**src/hdl/ddr3_init_pkg.sv**
```systemverilog
package ddr3_init_pkg;

  // Clock and time figures
  localparam int CLK_PERIOD_PS = 5000;
  localparam int T_INIT_US     = 500;
  // Least time: round up to whole cycles
  localparam int INIT_CYC = (T_INIT_US * 1000000 + CLK_PERIOD_PS - 1)
                            / CLK_PERIOD_PS;
  localparam int XPR_CYC    = 16;
  localparam int MRD_CYC    = 4;
  localparam int MOD_CYC    = 12;
  localparam int DLLK_CYC   = 512;
  localparam int ZQINIT_CYC = 512;
  localparam int TMR_W      = 17;

  // Address bit positions
  localparam int A_BL      = 0;
  localparam int A_CL_LO   = 2;
  localparam int A_BT      = 3;
  localparam int A_AL      = 3;
  localparam int A_CL_HI   = 4;
  localparam int A_TEST    = 7;
  localparam int A_DLL_RST = 8;
  localparam int A_WR      = 9;
  localparam int A_ZQ_LONG = 10;
  localparam int A_PPD     = 12;

  // Command codes on {ras_n, cas_n, we_n}
  localparam logic [2:0] CMD_MRS = 3'h0;
  localparam logic [2:0] CMD_ZQ  = 3'h6;
  localparam logic [2:0] CMD_NOP = 3'h7;

  // Load order MR2, MR3, MR1, MR0, two bits per step from the low end
  localparam logic [7:0] MR_SEQ  = 8'h1e;
  localparam logic [2:0] SEQ_END = 3'h4;

  localparam logic [4:0] CL_BASE_LO = 5'h04;
  localparam logic [4:0] CL_BASE_HI = 5'h0c;

  typedef enum logic [2:0] {
    ST_RESET    = 3'b000,
    ST_INIT     = 3'b001,
    ST_WAIT_CKE = 3'b010,
    ST_XPR      = 3'b011,
    ST_MRS      = 3'b100,
    ST_CAL      = 3'b101,
    ST_READY    = 3'b110
  } init_state_t;

  typedef struct packed {
    logic        cke;
    logic        cs_n;
    logic        ras_n;
    logic        cas_n;
    logic        we_n;
    logic [2:0]  ba;
    logic [13:0] addr;
    logic        odt;
  } cmd_t;

  typedef struct packed {
    logic [1:0] burst_len;
    logic       burst_type;
    logic [4:0] cas_latency;
    logic       test_mode;
    logic [2:0] wr_code;
    logic       ppd_fast;
  } mr0_t;

  typedef struct packed {
    logic early;
    logic xpr;
    logic order;
    logic mrd;
    logic mod;
    logic cke;
    logic odt;
  } err_t;

  function automatic logic [4:0] cl_decode(input logic [13:0] a);
    logic [4:0] base;
    base = a[A_CL_LO] ? CL_BASE_HI : CL_BASE_LO;
    return base + {2'h0, a[A_CL_HI +: 3]};
  endfunction

endpackage

```
**src/hdl/ddr3_init_mode_register_setup.sv**
```systemverilog
`timescale 1ns/1ps
// Summary of operation
// (RULE1) Controller holds reset low 200 us after power is stable.
// (RULE2) Controller drives CKE low 10 ns before releasing reset.
// (RULE3) Device initialises internally for 500 us before CKE may rise.
// (RULE4) Controller runs the clock max(10 ns, 5 tCK) before CKE rises.
// (RULE5) A NOP or deselect is registered before CKE first rises.
// (RULE6) CKE stays high from first rise until initialisation completes.
// (RULE7) Termination stays off in reset and until CKE is registered high.
// (RULE8) ODT is held static from CKE high until initialisation ends.
// (RULE9) First MRS waits tXPR after CKE is registered high.
// (RULE10) Mode registers load in order MR2, MR3, MR1, MR0 by bank address.
// (RULE11) MR1 write enables the DLL, then MR0 write requests DLL reset.
// (RULE12) Long ZQ calibration follows, then wait for tDLLK and tZQinit.
// (RULE13) Warm reset: 100 ns low, then rerun from the 500 us wait.
// (RULE14) Mode registers are undefined after reset until fully written.
// (RULE15) Every MRS supplies all address fields of the target register.
// (RULE16) At least tMRD separates two MRS commands.
// (RULE17) At least tMOD from MRS to any command other than NOP/deselect; the tMOD check here also exempts MRS.
// (RULE18) In normal operation MRS is issued only while idle with CKE high.
// (RULE19) Command with CS, RAS, CAS, WE and BA all low writes MR0.
// (RULE20) MR0 A2 and A6..A4 give CAS latency; read latency is AL plus CL.
// (RULE21) MR0 A7 must stay zero; one selects an unsupported test mode.
// (RULE22) Programmed write recovery covers tWR/tCK rounded up.
// (RULE23) tXPR, tMRD, tMOD, tDLLK and tZQinit are configurable counts.
module ddr3_init_mode_register_setup
  import ddr3_init_pkg::*;
#(
  parameter logic [TMR_W-1:0] INIT_CYC_P   = TMR_W'(INIT_CYC),
  parameter logic [TMR_W-1:0] XPR_CYC_P    = TMR_W'(XPR_CYC),
  parameter logic [TMR_W-1:0] MRD_CYC_P    = TMR_W'(MRD_CYC),
  parameter logic [TMR_W-1:0] MOD_CYC_P    = TMR_W'(MOD_CYC),
  parameter logic [TMR_W-1:0] DLLK_CYC_P   = TMR_W'(DLLK_CYC),
  parameter logic [TMR_W-1:0] ZQINIT_CYC_P = TMR_W'(ZQINIT_CYC)
) (
  input  wire logic  ref_clk,
  input  wire logic  reset_n,
  input  wire cmd_t  cmd,
  output logic       term_en,
  output mr0_t       mode,
  output logic [4:0] read_latency,
  output logic       dll_reset,
  output logic       dll_locked,
  output logic [3:0] mr_valid,
  output logic       init_done,
  output err_t       errors
);

  init_state_t state_r;
  logic        cke_prev_r;
  logic        odt_prev_r;
  logic        cke_seen_r;
  logic        term_en_r;
  logic [13:0] mr_r [4];
  logic [3:0]  mr_valid_r;
  mr0_t        mode_r;
  logic [4:0]  read_latency_r;
  logic        dll_reset_r;
  logic        dll_seen_r;
  logic [2:0]  seq_idx_r;
  err_t        err_r;
  logic       phase_busy, mrd_busy, mod_busy, dll_busy, zq_busy;
  logic       cmd_ok, mrs_cmd, mrs_take, zq_take, mrs_state, init_hold;
  logic       dll_start;
  logic [2:0] op;
  logic [1:0] mr_sel, mr_expect;
  logic [4:0] al;
  assign op        = {cmd.ras_n, cmd.cas_n, cmd.we_n};
  // Commands count only with CKE high on this and the previous edge
  assign cmd_ok    = cke_prev_r & cmd.cke & ~cmd.cs_n;
  assign mrs_state = (state_r == ST_MRS) || (state_r == ST_CAL) ||
                     (state_r == ST_READY);
  assign mrs_cmd   = cmd_ok && (op == CMD_MRS) && !cmd.ba[2];
  assign mrs_take  = mrs_cmd && mrs_state;
  assign zq_take   = cmd_ok && (op == CMD_ZQ) && cmd.addr[A_ZQ_LONG] &&
                     mrs_state;
  assign mr_sel    = cmd.ba[1:0];
  assign mr_expect = MR_SEQ[{seq_idx_r[1:0], 1'b0} +: 2];
  assign init_hold = (state_r == ST_XPR) || (state_r == ST_MRS) ||
                     (state_r == ST_CAL);
  assign dll_start = mrs_take && (mr_sel == 2'h0) && cmd.addr[A_DLL_RST];
  // Internal init and the tXPR wait never overlap, so they share a counter.
  // tXPR ends in a state change and loads two short; tMRD and tMOD gate
  // commands directly and load one short, so an on-time command passes.
  delay_timer u_phase (.ref_clk(ref_clk), .reset_n(reset_n),
    .start((state_r == ST_RESET) || ((state_r == ST_WAIT_CKE) && cmd.cke)),
    .load((state_r == ST_RESET) ? INIT_CYC_P : XPR_CYC_P - TMR_W'(2)),
    .busy(phase_busy)); // RULE3
  delay_timer u_mrd (.ref_clk(ref_clk), .reset_n(reset_n),
    .start(mrs_take), .load(MRD_CYC_P - TMR_W'(1)), .busy(mrd_busy));
  delay_timer u_mod (.ref_clk(ref_clk), .reset_n(reset_n),
    .start(mrs_take), .load(MOD_CYC_P - TMR_W'(1)), .busy(mod_busy));
  delay_timer u_dll (.ref_clk(ref_clk), .reset_n(reset_n),
    .start(dll_start), .load(DLLK_CYC_P), .busy(dll_busy));
  delay_timer u_zq (.ref_clk(ref_clk), .reset_n(reset_n),
    .start(zq_take), .load(ZQINIT_CYC_P), .busy(zq_busy));
  always_ff @(posedge ref_clk or negedge reset_n) begin
    if (!reset_n) begin
      state_r <= ST_RESET;
    end else begin
      case (state_r)
        ST_RESET:    state_r <= ST_INIT;
        ST_INIT:     if (!phase_busy) state_r <= ST_WAIT_CKE; // RULE3
        ST_WAIT_CKE: if (cmd.cke) state_r <= ST_XPR;
        ST_XPR:      if (!phase_busy) state_r <= ST_MRS;
        ST_MRS:      if (zq_take && seq_idx_r == SEQ_END) state_r <= ST_CAL;
        ST_CAL: begin
          if (!dll_busy && !zq_busy && dll_seen_r && (&mr_valid_r)) begin
            state_r <= ST_READY; // RULE14
          end
        end
        ST_READY:    state_r <= ST_READY;
        default:     state_r <= ST_RESET;
      endcase
    end
  end

  always_ff @(posedge ref_clk or negedge reset_n) begin
    if (!reset_n) begin
      cke_prev_r <= 1'b0;
      odt_prev_r <= 1'b0;
    end else begin
      cke_prev_r <= cmd.cke;
      odt_prev_r <= cmd.odt;
    end
  end

  // Termination follows ODT only once CKE has been registered high
  always_ff @(posedge ref_clk or negedge reset_n) begin
    if (!reset_n) begin
      cke_seen_r <= 1'b0;
      term_en_r  <= 1'b0;
    end else begin
      if ((state_r == ST_WAIT_CKE) && cmd.cke) cke_seen_r <= 1'b1;
      term_en_r <= cke_seen_r & cmd.odt; // RULE7
    end
  end

  // Writes from ST_MRS onward land in the selected register whatever the order and tMRD checks say
  always_ff @(posedge ref_clk or negedge reset_n) begin
    if (!reset_n) begin
      for (int i = 0; i < 4; i++) mr_r[i] <= 14'h0000;
      mr_valid_r <= 4'h0; // RULE14
    end else if (mrs_take) begin
      mr_r[mr_sel] <= cmd.addr;
      // DLL reset is self-clearing, so it is never kept
      if (mr_sel == 2'h0) mr_r[0][A_DLL_RST] <= 1'b0;
      mr_valid_r[mr_sel] <= 1'b1;
    end
  end

  always_ff @(posedge ref_clk or negedge reset_n) begin
    if (!reset_n) begin
      mode_r <= '0;
    end else if (mrs_take && mr_sel == 2'h0) begin // RULE19
      mode_r.burst_len   <= cmd.addr[A_BL +: 2];
      mode_r.burst_type  <= cmd.addr[A_BT];
      mode_r.cas_latency <= cl_decode(cmd.addr); // RULE20
      mode_r.test_mode   <= cmd.addr[A_TEST];
      mode_r.wr_code     <= cmd.addr[A_WR +: 3];
      mode_r.ppd_fast    <= cmd.addr[A_PPD];
    end
  end

  // Additive latency code from MR1: 0, CL-1, CL-2; the spare code reads 0
  always_comb begin
    case (mr_r[1][A_AL +: 2])
      2'h1:    al = mode_r.cas_latency - 5'h01;
      2'h2:    al = mode_r.cas_latency - 5'h02;
      default: al = 5'h00;
    endcase
  end

  always_ff @(posedge ref_clk or negedge reset_n) begin
    if (!reset_n) begin
      read_latency_r <= 5'h00;
    end else begin
      read_latency_r <= al + mode_r.cas_latency; // RULE20
    end
  end

  always_ff @(posedge ref_clk or negedge reset_n) begin
    if (!reset_n) begin
      dll_reset_r <= 1'b0;
      dll_seen_r  <= 1'b0;
    end else begin
      dll_reset_r <= dll_start;
      if (dll_start) dll_seen_r <= 1'b1;
    end
  end

  always_ff @(posedge ref_clk or negedge reset_n) begin
    if (!reset_n) begin
      seq_idx_r <= 3'h0;
    end else if (mrs_take && state_r == ST_MRS && seq_idx_r != SEQ_END) begin
      seq_idx_r <= seq_idx_r + 3'h1;
    end
  end

  // Sticky protocol checks on the controller; only reset clears them
  always_ff @(posedge ref_clk or negedge reset_n) begin
    if (!reset_n) begin
      err_r <= '0;
    end else begin
      if (state_r == ST_INIT && cmd.cke) err_r.early <= 1'b1; // RULE3
      if (mrs_cmd && (state_r == ST_XPR || state_r == ST_WAIT_CKE)) begin
        err_r.xpr <= 1'b1; // RULE9
      end
      if (mrs_take && state_r == ST_MRS &&
          (seq_idx_r == SEQ_END || mr_sel != mr_expect)) begin
        err_r.order <= 1'b1; // RULE10
      end
      if (zq_take && state_r == ST_MRS && seq_idx_r != SEQ_END) begin
        err_r.order <= 1'b1; // RULE12
      end
      if (mrs_take && mrd_busy) err_r.mrd <= 1'b1; // RULE16
      if (cmd_ok && mod_busy && op != CMD_NOP && op != CMD_MRS) begin
        err_r.mod <= 1'b1; // RULE17
      end
      if (init_hold && !cmd.cke) err_r.cke <= 1'b1; // RULE6
      if (init_hold && cmd.odt != odt_prev_r) err_r.odt <= 1'b1; // RULE8
    end
  end

  assign term_en      = term_en_r;
  assign mode         = mode_r;
  assign read_latency = read_latency_r;
  assign dll_reset    = dll_reset_r;
  assign dll_locked   = dll_seen_r & ~dll_busy;
  assign mr_valid     = mr_valid_r;
  assign init_done    = (state_r == ST_READY);
  assign errors       = err_r;
  // Cycles spent in the internal initialisation state
  logic [TMR_W-1:0] rel_cnt_r;
  always_ff @(posedge ref_clk or negedge reset_n) begin
    if (!reset_n) begin
      rel_cnt_r <= '0;
    end else if (state_r == ST_INIT) begin
      rel_cnt_r <= rel_cnt_r + TMR_W'(1);
    end
  end
endmodule

```
**src/hdl/delay_timer.sv**
```systemverilog
`timescale 1ns/1ps
module delay_timer
  import ddr3_init_pkg::*;
#(
  parameter int W = TMR_W
) (
  input  wire logic         ref_clk,
  input  wire logic         reset_n,
  input  wire logic         start,
  input  wire logic [W-1:0] load,
  output logic              busy
);

  logic [W-1:0] cnt_r;

  always_ff @(posedge ref_clk or negedge reset_n) begin
    if (!reset_n) begin
      cnt_r <= '0;
    end else if (start) begin
      cnt_r <= load;
    end else if (cnt_r != '0) begin
      cnt_r <= cnt_r - W'(1);
    end
  end

  assign busy = (cnt_r != '0);

endmodule
```
**config.mk**
```make
export PLATFORM = sky130hd
export DESIGN_NAME = ddr3_init_mode_register_setup
export DESIGN_NICKNAME = d
export VERILOG_FILES = /design/src/hdl/ddr3_init_pkg.sv /design/src/hdl/ddr3_init_mode_register_setup.sv /design/src/hdl/delay_timer.sv
export SDC_FILE = /design/constraint.sdc
export NUM_CORES = 1
export LEC_CHECK = 0
export BUFFER_PORTS_ARGS = -buffer_cell sky130_fd_sc_hd__buf_2
export CAP_MARGIN = 30
export CORE_MARGIN = 5
export CORE_UTILIZATION = 30
export CTS_CLUSTER_SIZE = 10
export DETAILED_ROUTE_END_ITERATION = 7
export GPL_TIMING_DRIVEN = 0
export PLACE_DENSITY = 0.54
export SYNTH_ARGS = -nofsm -noshare
export SYNTH_HDL_FRONTEND = slang
export SYNTH_SLANG_ARGS = --single-unit
```
**constraint.sdc**
```tcl
create_clock -name ref_clk -period 2.3 [get_ports ref_clk]
set_input_delay 0.115 -clock ref_clk [delete_from_list [all_inputs] [get_ports ref_clk]]
set_output_delay 0.115 -clock ref_clk [all_outputs]
set_load 0.1 [all_outputs]
```
; ---- After elaboration in Yosys (flattened, before gate mapping)
; Index checks and enable logic that the tools add are counted.
[op_classes]
order_cmp = 4
n_shift = 1
n_bitwise = 8
n_eq_ne = 19
add_sub_neg = 10
n_reduce_logical = 56
n_mux = 27
[op_table]
columns = operator, count
row1 = two-way mux 17 bit, 11
row2 = nonzero test 17 bit, 5
row3 = subtractor 17 x 1 -> 17 bit (second input constant), 5
row4 = bitwise mux 56 bit, 1
row5 = demux 14 bit (select 2 bit), 1
row6 = logical AND 1 bit, 28
row7 = one-hot mux 3 bit (7 select lines), 1
row8 = == test 3 bit (second input constant), 5
row9 = two-way mux 3 bit, 5
row10 = two-way mux 14 bit, 1
row11 = nonzero test 2 bit, 6
row12 = one-hot mux 5 bit (2 select lines), 1
row13 = != test 2 bit (second input constant), 4
row14 = variable part select 8 x 4 -> 2 bit (first input constant), 1
row15 = logical OR 1 bit, 7
row16 = == test 3 x 2 -> 1 bit (second input constant), 2
row17 = logical NOT 3 bit, 2
row18 = != test 3 bit (second input constant), 2
row19 = adder 4 x 3 -> 5 bit, 1
row20 = adder 5 bit, 1
row21 = AND reduction 5 bit, 1
row22 = subtractor 5 x 1 -> 5 bit (second input constant), 1
row23 = subtractor 5 x 2 -> 5 bit (second input constant), 1
row24 = bitwise AND 1 bit, 4
row25 = 21 further kinds, 28
[totals]
out_inout_bits = 33
wordCells = 157
register_bits = 182

; ---- Longest topological paths before layout
; Gate-level depths: netlist of run 1.
[logic_depth]
depth_word = 9
depth_mapped = 10
depth_no_buf = 10

; ---- Hierarchy
; Synthesis of run 1 repeated with hierarchy kept, for this count alone.
[unflattened]
cells_unflattened = 691
hier_area_um2 = 7173.1
[by_module_without_submodules]
columns = module, area_each_um2, cells_each, n_inst
row1 = delay_timer, 1004.7, 101, 5
row2 = ddr3_init_mode_register_setup, 2149.6, 186, 1

; ---- Worst setup path after synthesis of run 1
; OpenSTA, ideal clock, no wires.
[synth_timing]
path_kind = register to output
from = register u_dll.cnt_r[0]
to = output dll_locked
required_ns = 2.185
setup_slack_ns = -0.565
path_buffers = 0
arrival_ns = 2.750
stages_incl_launch_ff = 7
path_cell_list = dfrtp_1 -> inv_1 -> ha_1 -> nor4b_1 -> nor2b_1 -> nand3_1 -> nor2_1
[synth_via]
elab_chain_len = 3
[synth_rtl]
columns = element, line_no
row1 = start: declaration, delay_timer.sv:14  ; logic [W-1:0] cnt_r;
row2 = start signal: assignment, delay_timer.sv:20  ; cnt_r <= load;
row3 = start signal: assignment, delay_timer.sv:22  ; cnt_r <= cnt_r - W'(1);
row4 = nonzero test 17 bit, delay_timer.sv:26  ; assign busy = (cnt_r != '0);
row5 = inverter 1 bit, ddr3_init_mode_register_setup.sv:229  ; assign dll_locked = dll_seen_r & ~dll_busy;
row6 = bitwise AND 1 bit, ddr3_init_mode_register_setup.sv:229
row7 = end: declaration, ddr3_init_mode_register_setup.sv:43  ; output logic dll_locked,
; No other way between the ends.

; ---- Worst setup path in the final report of run 1
[layout_timing]
from = register u_zq.cnt_r[5]
to = register state_r[0]
[layout_via]
elab_chain_len = 7
[layout_rtl]
columns = element, line_no
row1 = start: declaration, delay_timer.sv:14
row2 = start signal: assignment, delay_timer.sv:20
row3 = start signal: assignment, delay_timer.sv:22
row4 = nonzero test 17 bit, delay_timer.sv:26
row5 = logical NOT 1 bit, ddr3_init_mode_register_setup.sv:108  ; if (!dll_busy && !zq_busy && dll_seen_r && (&mr_valid_r)) begin
row6 = logical AND 1 bit (3 in a row), ddr3_init_mode_register_setup.sv:108
row7 = != test 2 x 1 -> 1 bit (no source line), -
row8 = AND reduction 5 bit (no source line), -
row9 = end signal: assignment, ddr3_init_mode_register_setup.sv:109  ; state_r <= ST_READY;
row10 = end signal: assignment, ddr3_init_mode_register_setup.sv:112  ; ST_READY: state_r <= ST_READY;
row11 = end signal: assignment, ddr3_init_mode_register_setup.sv:113  ; default: state_r <= ST_RESET;
row12 = end: declaration, ddr3_init_mode_register_setup.sv:49  ; init_state_t state_r;
; No other way between the ends.
; A chain may end at the register's enable or synchronous reset.

==> results of run 1 <==
[where the power goes]
group          leakage (nW)  switching, mW  internal [mW]  total (mW)
logic                  1.61         0.0721         0.0432       0.115
clock network         0.309           1.05           1.99        3.03
registers              1.45       0.000808           2.25        2.26
total                  3.37           1.12           4.28        5.41
[repair_timing]
action,CTS,global route
hold endpoints to repair,83,0
resized for setup,22,18
pin swaps,3,3
hold buffers,16,0
buffers inserted,7,5
setup endpoints to repair,61,44
[worst paths after layout]
check	start	to	slack, ns	cells past startpoint
worst max-delay path	u_zq.cnt_r[5]	state_r[0]	0.02	5
worst min-delay path	cmd[16]	mr_valid[3]	0.02	2
worst max register to register	u_zq.cnt_r[5]	state_r[0]	0.02	5
worst min register to register	errors[6]	errors[6]	0.46	1
max in group asynchronous	reset_n	mode[5]	1.26	3
min in group asynchronous	reset_n	u_mod.cnt_r[14]	0.26	2
[placed cells by master (no fill, tap or decap), types with 21 or more instances in the layout]
cell type,Yosys,layout
nor2_1,93,90
xor2_1,41,41
a21oi_1,25,25
dfrtp_1,128,124
xnor2_1,24,24
ha_1,21,21
buf_2,5,58
nand3_1,28,27
nand2_1,43,43
o21ai_0,27,27
inv_1,32,30
nor3_1,24,23
[metrics by stage]
step / setup slack (ns) / hold WS [ns] / cells / power [mW] / utilization [%]
final: 0.0191 / 0.0242 / 1067 / 5.41 / 38.5
after global routing: -0.0229 / 0.0183 / 1067 / 5.60 / 38.5
after CTS: 0.00305 / 0.00556 / 1062 / 5.48 / 37.9
after detailed placement: -0.807 / 0.178 / 1010 / 2.39 / 33.5
after global placement: -1.26 / 0.266 / 1008 / 2.39 / 33.3
after floorplan: -0.0567 / -0.181 / 672 / 2.31 / -
[flip-flops by register name (all words and copies together) (netlist names), 2 cells and up]
name,cells
mr_valid,4
errors,7
u_mrd.cnt_r,17
mode,13
read_latency,5
u_dll.cnt_r,17
u_phase.cnt_r,17
u_zq.cnt_r,17
mr_r,2
state_r,3
u_mod.cnt_r,17
seq_idx_r,3
[worst register-to-register path, stage by stage, from the launching register on]
cell	delay, ns
dfrtp_1	0.39
or4_4	0.53
or3_4	0.35
or2_4	0.27
or4_4	0.44
o21a_1	0.20
[metal layers]
layer  GRT usage (%)  up-vias  wire length [um]  part of all wire (%)
li1                -     2562                 -                     -
met1            17.8     2506              7460                    49
met2            20.0       89              6970                    45
met3            3.81       18               720                   4.7
met4            3.66        2               177                   1.2
met5               0        -                 7                 0.046
[cell type report]
type	count	area, sq um
buffer	14	62.6
clock buffer	20	457
clock inverter	12	206
fill	2183	13400
inverter	32	120
multi-input combinational	495	3380
sequential	128	3210
tap	280	350
timing repair buffer	86	589
[logic make-up (layout without fill, tap and decap cells)]
group / count (synthesis) / after routing / share of synthesized area (%)
xor gates and xnor gates: 65 / 65 / 8.63
DFF: 128 / 128 / 48.6
adders and majority gates: 22 / 22 / 4.29
buffers and inverters: 49 / 164 / 2.88
AOI/OAI and AO/OA: 101 / 101 / 9.73
muxes: 21 / 21 / 3.51
and+or+nand+nor: 286 / 286 / 22.4
==> impl_metrics.ini, run 1 <==
[outcome]
status = completed

[yosys]
yosys_warnings = 0
synth_cells = 672
synthesis.nets = 719
synthFlopType = dfrtp_1
seq_area_frac_synth_pct = 48.6
synth_common_cells = dfrtp_1, nor2_1, nand2_1
synth-edff-count = 0
synth.area.top_cells = dfrtp_1, xor2_1, nor2_1
yosysTopAreaCellShare_pct = 48.6
synth_area_sq_um = 6590
synth_most_common_cell = dfrtp_1
yosysTopAreaCell = dfrtp_1
syn_area_per_cell_sq_um = 9.81
synth_cell_types = 58
synth-async-reset-ratio_pct = 100
ys_ff_latch = 128

[min_path]
hold_path.class = in2reg

[timing]
final.setup.tns_ns = 0
skew_ns = 0.00753
rsz0062_at_grt = yes
timing.fmax_mhz = 438
min_period_over_period_pct = 99.2
maxSlewViolCount = 0
setup_viol = 0
min_period_ns = 2.28
maxSlewHeadroom_pct = 35.8
tightest_slew_ns = 0.956
hold_violations = 0

[final_layout]
drive_gt1_share_pct = 21.3
fin_nets = 821
fin_area_sq_um = 8370
synthToLayoutAreaGrowth_pct = 27.0
n_antenna_cell = 0

[worst_setup_path]
path_common_cell = or4_4
crit_required_ns = 2.61
cp_slowest_cell = or4_4
crit_path_cell_trace = or4_4 > or3_4 > or2_4 > or4_4 > o21a_1
cp_top_family = simple AND/OR/NAND/NOR gates
start_kind = flip-flop
crit_type = reg2reg
crit_fanout = 4
worst-path-buf-inv = 0
cpPeakStageDelay_ns = 0.53
cp.arrival_ns = 2.59
worstSetupEndpointType = flip-flop

[cts]
cts_made_buffers = 17
cts_sinks = 128
clk-insertion-delay-late_ns = 0.42
root_buffer = clkbuf_16
cts_max_level = 4
ctsLongestPathBuffers = 2
cts_tree = built
clk_pin_slew_ns = 0.06

[route]
finalWirelength_um = 15300
wl_per_cell_um = 14.4
via_per_inst = 4.85
antenna_left = 0
drc = 0
firstDrtPassIters = 4
drt_iter0_markers = 240
vias = 5177

[global_route]
grt_antenna_before_repair = 1
grt_pass1_vias = 5202
grt_max_degree = 68
grt.overflow.total = 0
grt_pass1_wl_um = 26000
grt_usage_pct = 13.0

[floorplan]
dieArea_sq_um = 25000
start_util_pct = 30.3
rows = 54
die-width_um = 158
num_io_pins = 58
coreArea_sq_um = 21800
fp.dieH_um = 158

[placement]
portBuffers = 56
place_congestion = 0.767
dp_hpwl_um = 10400
dpl_cell_area_sq_um = 7290

[power_and_ir_drop]
leakagePower_nw = 3.37
max-vdd-ir-drop_v = 0.000384
powerDensity_nw_per_um2 = 645

[flow_run]
cap_violations = 0
No activity file was read; power rests on OpenSTA's default activity.
==> inputs of run 2 (changes only) <==
--- a/config.mk
+++ b/config.mk
@@ -12,7 +12,9 @@
 export CTS_CLUSTER_SIZE = 10
 export DETAILED_ROUTE_END_ITERATION = 7
 export GPL_TIMING_DRIVEN = 0
+export HOLD_SLACK_MARGIN = 0.06
 export PLACE_DENSITY = 0.54
 export SYNTH_ARGS = -nofsm -noshare
 export SYNTH_HDL_FRONTEND = slang
+export SYNTH_HIERARCHICAL = 1
 export SYNTH_SLANG_ARGS = --single-unit
==> impl_metrics.ini, run 2 <==
[worst_setup_path]
critPathLaunch = u_dll/cnt_r[1]
worst-path-buf-inv = 3
cp.arrival_ns = 2.49
start_kind = flip-flop
cpPeakStageDelay_ns = 0.47
path_common_cell = inv_2
cp_top_family = simple AND/OR/NAND/NOR gates
crit_required_ns = 2.18
timing.rr.start = u_dll/cnt_r[1]
cp_slowest_cell = or4b_4
crit_type = reg2out
crit_fanout = 2
worstSetupEndpointType = primary output
crit_path_cell_trace = inv_2 > ha_4 > or4b_4 > or3_4 > nor2_8 > inv_2 > nor2b_4 > buf_12

[yosys]
synth_most_common_cell = dfrtp_1
synth_common_cells = dfrtp_1, nor2_1, xnor2_1
synth.area.top_cells = dfrtp_1, xnor2_1, nor2_1
yosys_warnings = 6
yosysTopAreaCellShare_pct = 44.7
synth_cells = 691
synth-edff-count = 0
synth-async-reset-ratio_pct = 100
seq_area_frac_synth_pct = 44.7
synth_area_sq_um = 7170
syn_area_per_cell_sq_um = 10.4
yosysTopAreaCell = dfrtp_1
synth_cell_types = 58
synthFlopType = dfrtp_1
ys_ff_latch = 128

[global_route]
grt_max_degree = 89
grt_antenna_before_repair = 0
grt_pass1_vias = 5413
grt_usage_pct = 12.3
grt.overflow.total = 0
grt_pass1_wl_um = 26900

[placement]
place_congestion = 0.730
dpl_worst_slack_ns = -0.432
dp_hpwl_um = 10800
portBuffers = 56

[outcome]
violations = setup timing
status = finished with violations

[floorplan]
start_util_pct = 30.5
coreArea_sq_um = 23500
dieArea_sq_um = 27100
num_io_pins = 58
die-width_um = 165
rows = 56
fp.dieH_um = 165

[final_layout]
num-fill-cells = 2308
synthToLayoutAreaGrowth_pct = 33.4
fin_nets = 945
final_cell_mix = dfrtp_1, nor2_1, conb_1, buf_2, xnor2_1
seq_area_sq_um = 3210
multi_input_area_sq_um = 4150
layout_commonest_cell = dfrtp_1
drive_gt1_share_pct = 26.9

[route]
drt_iter0_markers = 201
wl_per_cell_um = 13.0
firstDrtPassIters = 6
drc = 0
antenna_left = 0
via_per_inst = 4.48
vias = 5542
finalWirelength_um = 16100

[timing]
rsz0062_at_grt = yes
maxSlewViolCount = 0
tightest_slew_ns = 0.538
setup_viol = 3
min_period_over_period_pct = 113
whs_ns = 0.0853
hold_violations = 0
skew_ns = 0.00986
min_period_ns = 2.60
maxSlewHeadroom_pct = 64.3
timing.fmax_mhz = 384
fin_ws_ns = -0.301

[cts]
cts_sinks = 128
root_buffer = clkbuf_16
clk_pin_slew_ns = 0.06
ctsLongestPathBuffers = 2
cts_tree = built
cts_made_buffers = 17
clk-insertion-delay-late_ns = 0.42
cts_max_level = 4

[power_and_ir_drop]
power_mw = 5.22
leakagePower_nw = 4.35
max-vdd-ir-drop_v = 0.000383
powerDensity_nw_per_um2 = 545

[flow_run]
cap_violations = 0

[min_path]
hp-start = cmd[18]
hold_path.class = in2reg
[run 2: final timing paths]
| kind | to | slack [ns] | cells past startpoint |
|---|---|---|---|
| setup / recovery | dll_locked | -0.30 | 8 |
| hold / removal | errors[2] | 0.09 | 3 |
| max in group asynchronous | term_en | 1.35 | 3 |
| min in group asynchronous | u_dll/cnt_r[1] | 0.18 | 2 |
| setup reg to reg | state_r[0] | -0.26 | 12 |
| hold reg to reg | errors[3] | 0.45 | 1 |
[run 2: cell type report]
| class | instances | area share [%] |
|---|---|---|
| multi-input cells | 583 | 43.3 |
| flip-flops and latches | 128 | 33.5 |
| repair buffers | 123 | 9.92 |
| clock buffers | 19 | 4.73 |
| well taps | 319 | 4.17 |
| clock inverters | 13 | 1.69 |
| inverters | 34 | 1.36 |
| plain buffers | 16 | 1.23 |
| diodes | 1 | 0.0261 |
[run 2: cell families after synthesis]
logic type                 count (synthesis)  share of synthesized area (%)
AOI/OAI and AO/OA                        123                           12.0
DFF                                      128                           44.7
adders and majority gates                 17                           3.07
buffers and inverters                     54                           3.75
other                                      2                          0.105
muxes                                     41                           6.72
xor gates and xnor gates                  69                           8.42
and+or+nand+nor                          257                           21.3
[run 2: repair_timing]
item	CTS	global route
hold endpoints to repair	64	0
buffers inserted	27	20
resized for setup	26	33
pin swaps	16	12
setup endpoints to repair	73	54
hold buffers	19	0
[run 2: through the flow]
stage	cell area, sq um	cells	utilization (%)	TNS [ns]
CTS	9320	1220	39.6	-1.11
detailed placement	8200	1143	34.8	-12.52
global placement	8150	1140	34.6	-131.79
finish	9570	1236	40.7	-0.789
global route	9570	1235	40.6	-1.25
floorplan	7470	765	-	-1.20
[run 2: worst register-to-register path, delay by kind of cell (launching register included)]
| kind | cells | cell delay (ns) |
|---|---|---|
| buffers and inverters | 4 | 0.37 |
| adders and majority gates | 1 | 0.14 |
| AOI/OAI and AO/OA | 2 | 0.28 |
| and+or+nand+nor | 5 | 1.27 |
| DFF | 1 | 0.39 |
[run 2: routing by layer]
metal	share of wire [%]	GRT usage, %	wire, um	vias up
met5	0	0	0	-
met4	1.1	3.86	177	0
met3	3.3	2.99	539	12
met2	47	19.8	7530	65
met1	49	16.5	7860	2646
li1	-	-	-	2819
[run 2: power by group]
group	switching, mW	leakage (nW)	internal [mW]	total, mW
Combinational	0.103	2.42	0.0529	0.156
Clock	1.04	0.291	1.76	2.80
Sequential	0.00195	1.64	2.26	2.26
==> inputs of run 3 (changes only) <==
--- a/config.mk
+++ b/config.mk
@@ -5,6 +5,7 @@
 export SDC_FILE = /design/constraint.sdc
 export NUM_CORES = 1
 export LEC_CHECK = 0
+export ABC_AREA = 1
 export BUFFER_PORTS_ARGS = -buffer_cell sky130_fd_sc_hd__buf_2
 export CAP_MARGIN = 30
 export CORE_MARGIN = 5
==> impl_metrics.ini, run 3 <==
[min_path]
hold_path.class = in2reg
hold_path_depth = 4

[worst_setup_path]
crit_fanout = 5
cp.arrival_ns = 2.10
r2r_cells = 10
start_kind = flip-flop
crit_required_ns = 2.18
crit_type = reg2out
worstSetupEndpointType = primary output

[yosys]
synth-edff-count = 0
synth.area.top_cells = dfrtp_1, nand2_1, inv_1
syn_area_per_cell_sq_um = 7.38
synth-async-reset-ratio_pct = 100
synth_cell_types = 38
seq_area_frac_synth_pct = 39.3
synth_common_cells = nand2_1, inv_1, dfrtp_1
synth_area_sq_um = 8150
yosysTopAreaCell = dfrtp_1
yosysTopAreaCellShare_pct = 39.3
yosys_warnings = 6
synthFlopType = dfrtp_1
synth_cells = 1104
synth_most_common_cell = nand2_1
ys_ff_latch = 128

[route]
dr.max_layer_used = met4
wl_met2_um = 8970
wl_met1_um = 9930
finalWirelength_um = 19500
antenna_left = 0
via_per_inst = 4.30
drc = 0
wl_per_cell_um = 11.9
firstDrtPassIters = 5
wl_met3_um = 403
vias = 7029
drt_iter0_markers = 428

[placement]
dpl_cell_area_sq_um = 9190
place_inst = 1576
dp_hpwl_um = 14100
dpl_worst_slack_ns = -0.136
portBuffers = 56
place_congestion = 0.817

[cts]
cts_max_level = 4
clk_pin_slew_ns = 0.07
cts_tree = built
cts_made_buffers = 17
cts_sinks = 128
clk-insertion-delay-late_ns = 0.42
ctsLongestPathBuffers = 2
root_buffer = clkbuf_16

[final_layout]
fin_cells = 1633
layout_commonest_cell = nand2_1
drive_gt1_share_pct = 19.1
fin_nets = 1322
fin_area_sq_um = 10100
n_antenna_cell = 0
synthToLayoutAreaGrowth_pct = 23.4
final_cell_mix = nand2_1, inv_1, dfrtp_1, nor2_1, nand3_1
num-fill-cells = 2801

[floorplan]
fp.dieH_um = 175
coreArea_sq_um = 26900
die-width_um = 175
num_io_pins = 58
rows = 60
start_util_pct = 30.3
dieArea_sq_um = 30600

[global_route]
grt.overflow.total = 0
grt_pass1_wl_um = 34000
grt_pass1_vias = 6921
grt_antenna_before_repair = 0
grt_max_degree = 82
grt_usage_pct = 13.5

[timing]
whs_ns = 0.0661
fin_ws_ns = 0.0884
skew_ns = 0.0143
min_period_over_period_pct = 96.2
maxSlewHeadroom_pct = 60.2
timing.fmax_mhz = 452
maxSlewViolCount = 0
hold_violations = 0
min_period_ns = 2.21
setup_viol = 0
tightest_slew_ns = 0.597

[power_and_ir_drop]
leakagePower_nw = 4.92
powerDensity_nw_per_um2 = 1040
max-vdd-ir-drop_v = 0.000445

[flow_run]
cap_violations = 0

[outcome]
status = completed
==> run 3: changes by cell type in the layout (fill, tap and decap cells not counted), moves of 21 or more <==
cell,before,now
xnor2_1,55,5
nor2_1,87,108
nor4_1,21,0
a21oi_2,0,46
o21ai_0,7,57
nand3_1,4,94
nor2_4,1,29
a211oi_1,32,0
o31ai_1,21,0
nand2_1,46,348
buf_4,35,7
inv_1,18,126
==> run 3: report_power, final <==
| group | internal (mW) | leakage (nW) | switching (mW) | total (mW) |
|---|---|---|---|---|
| Sequential | 3.00 | 1.59 | 0.723 | 3.73 |
| Combinational | 1.62 | 3.08 | 2.61 | 4.23 |
| Clock | 1.51 | 0.253 | 1.05 | 2.55 |
| Total | 6.13 | 4.92 | 4.38 | 10.5 |
==> run 3: cell families after synthesis <==
kind of cell / share of synthesized area, %
AO/OA/AOI/OAI: 11.4
XOR/XNOR: 1.72
adder cells (fa/ha/maj): 2.70
buffers and inverters: 8.92
flip-flops: 39.3
other: 0.0921
AND/OR/NAND/NOR: 35.9
==> run 3: area by class of cell <==
type	instances	area, sq um	area share (%)
repair buffers	83	574	5.71
inverters	135	532	5.28
flip-flops and latches	128	3210	31.9
clock inverters	13	115	1.14
plain buffers	25	200	1.99
well taps	341	427	4.24
clock buffers	18	439	4.36
multi-input cells	890	4570	45.4
==> run 3: worst paths after layout <==
check / from / endpoint / slack (ns)
worst max register to register: state_r[0] / u_dll/cnt_r[9] / 0.19
max in group asynchronous: reset_n / cke_prev_r / 1.30
min in group asynchronous: reset_n / u_dll/cnt_r[6] / 0.21
worst min register to register: errors[1] / errors[1] / 0.45
worst min-delay path: cmd[17] / errors[5] / 0.07
worst max-delay path: u_dll/cnt_r[0] / dll_locked / 0.09
==> run 3: timing repair <==
| item | 4_1_cts | 5_1_grt |
|---|---|---|
| pin swaps | 2 | 3 |
| hold endpoints to repair | 69 | 0 |
| resized for setup | 7 | 20 |
| setup buffers | 2 | 4 |
| endpoints found under the setup margin | 21 | 30 |
| hold buffers | 20 | 0 |
==> run 3: critical path, cell delays in order, from the launching register on <==
cell and delay, ns:
dfrtp_1 0.39, inv_2 0.08, ha_2 0.22, nand2_4 0.08
nor2_4 0.18, nand3_2 0.11, nor2_2 0.12, nand2_1 0.10
nor2_4 0.19, buf_12 0.20
==> run 3: stage by stage <==
stage / total power, mW / utilization [%] / TNS, ns
global placement: 7.83 / 34.1 / -113.76
finish: 10.5 / 37.4 / 0
detailed placement: 7.93 / 34.2 / -1.39
CTS: 10.6 / 37.1 / 0
global route: 11.5 / 37.4 / -0.0300
floorplan: 7.09 / - / -0.0332
==> run 3: routing by layer <==
layer,vias to the layer above,GRT usage (%)
li1,3763,-
met4,0,3.63
met5,-,0
met2,60,22.1
met3,11,2.66
met1,3195,18.5
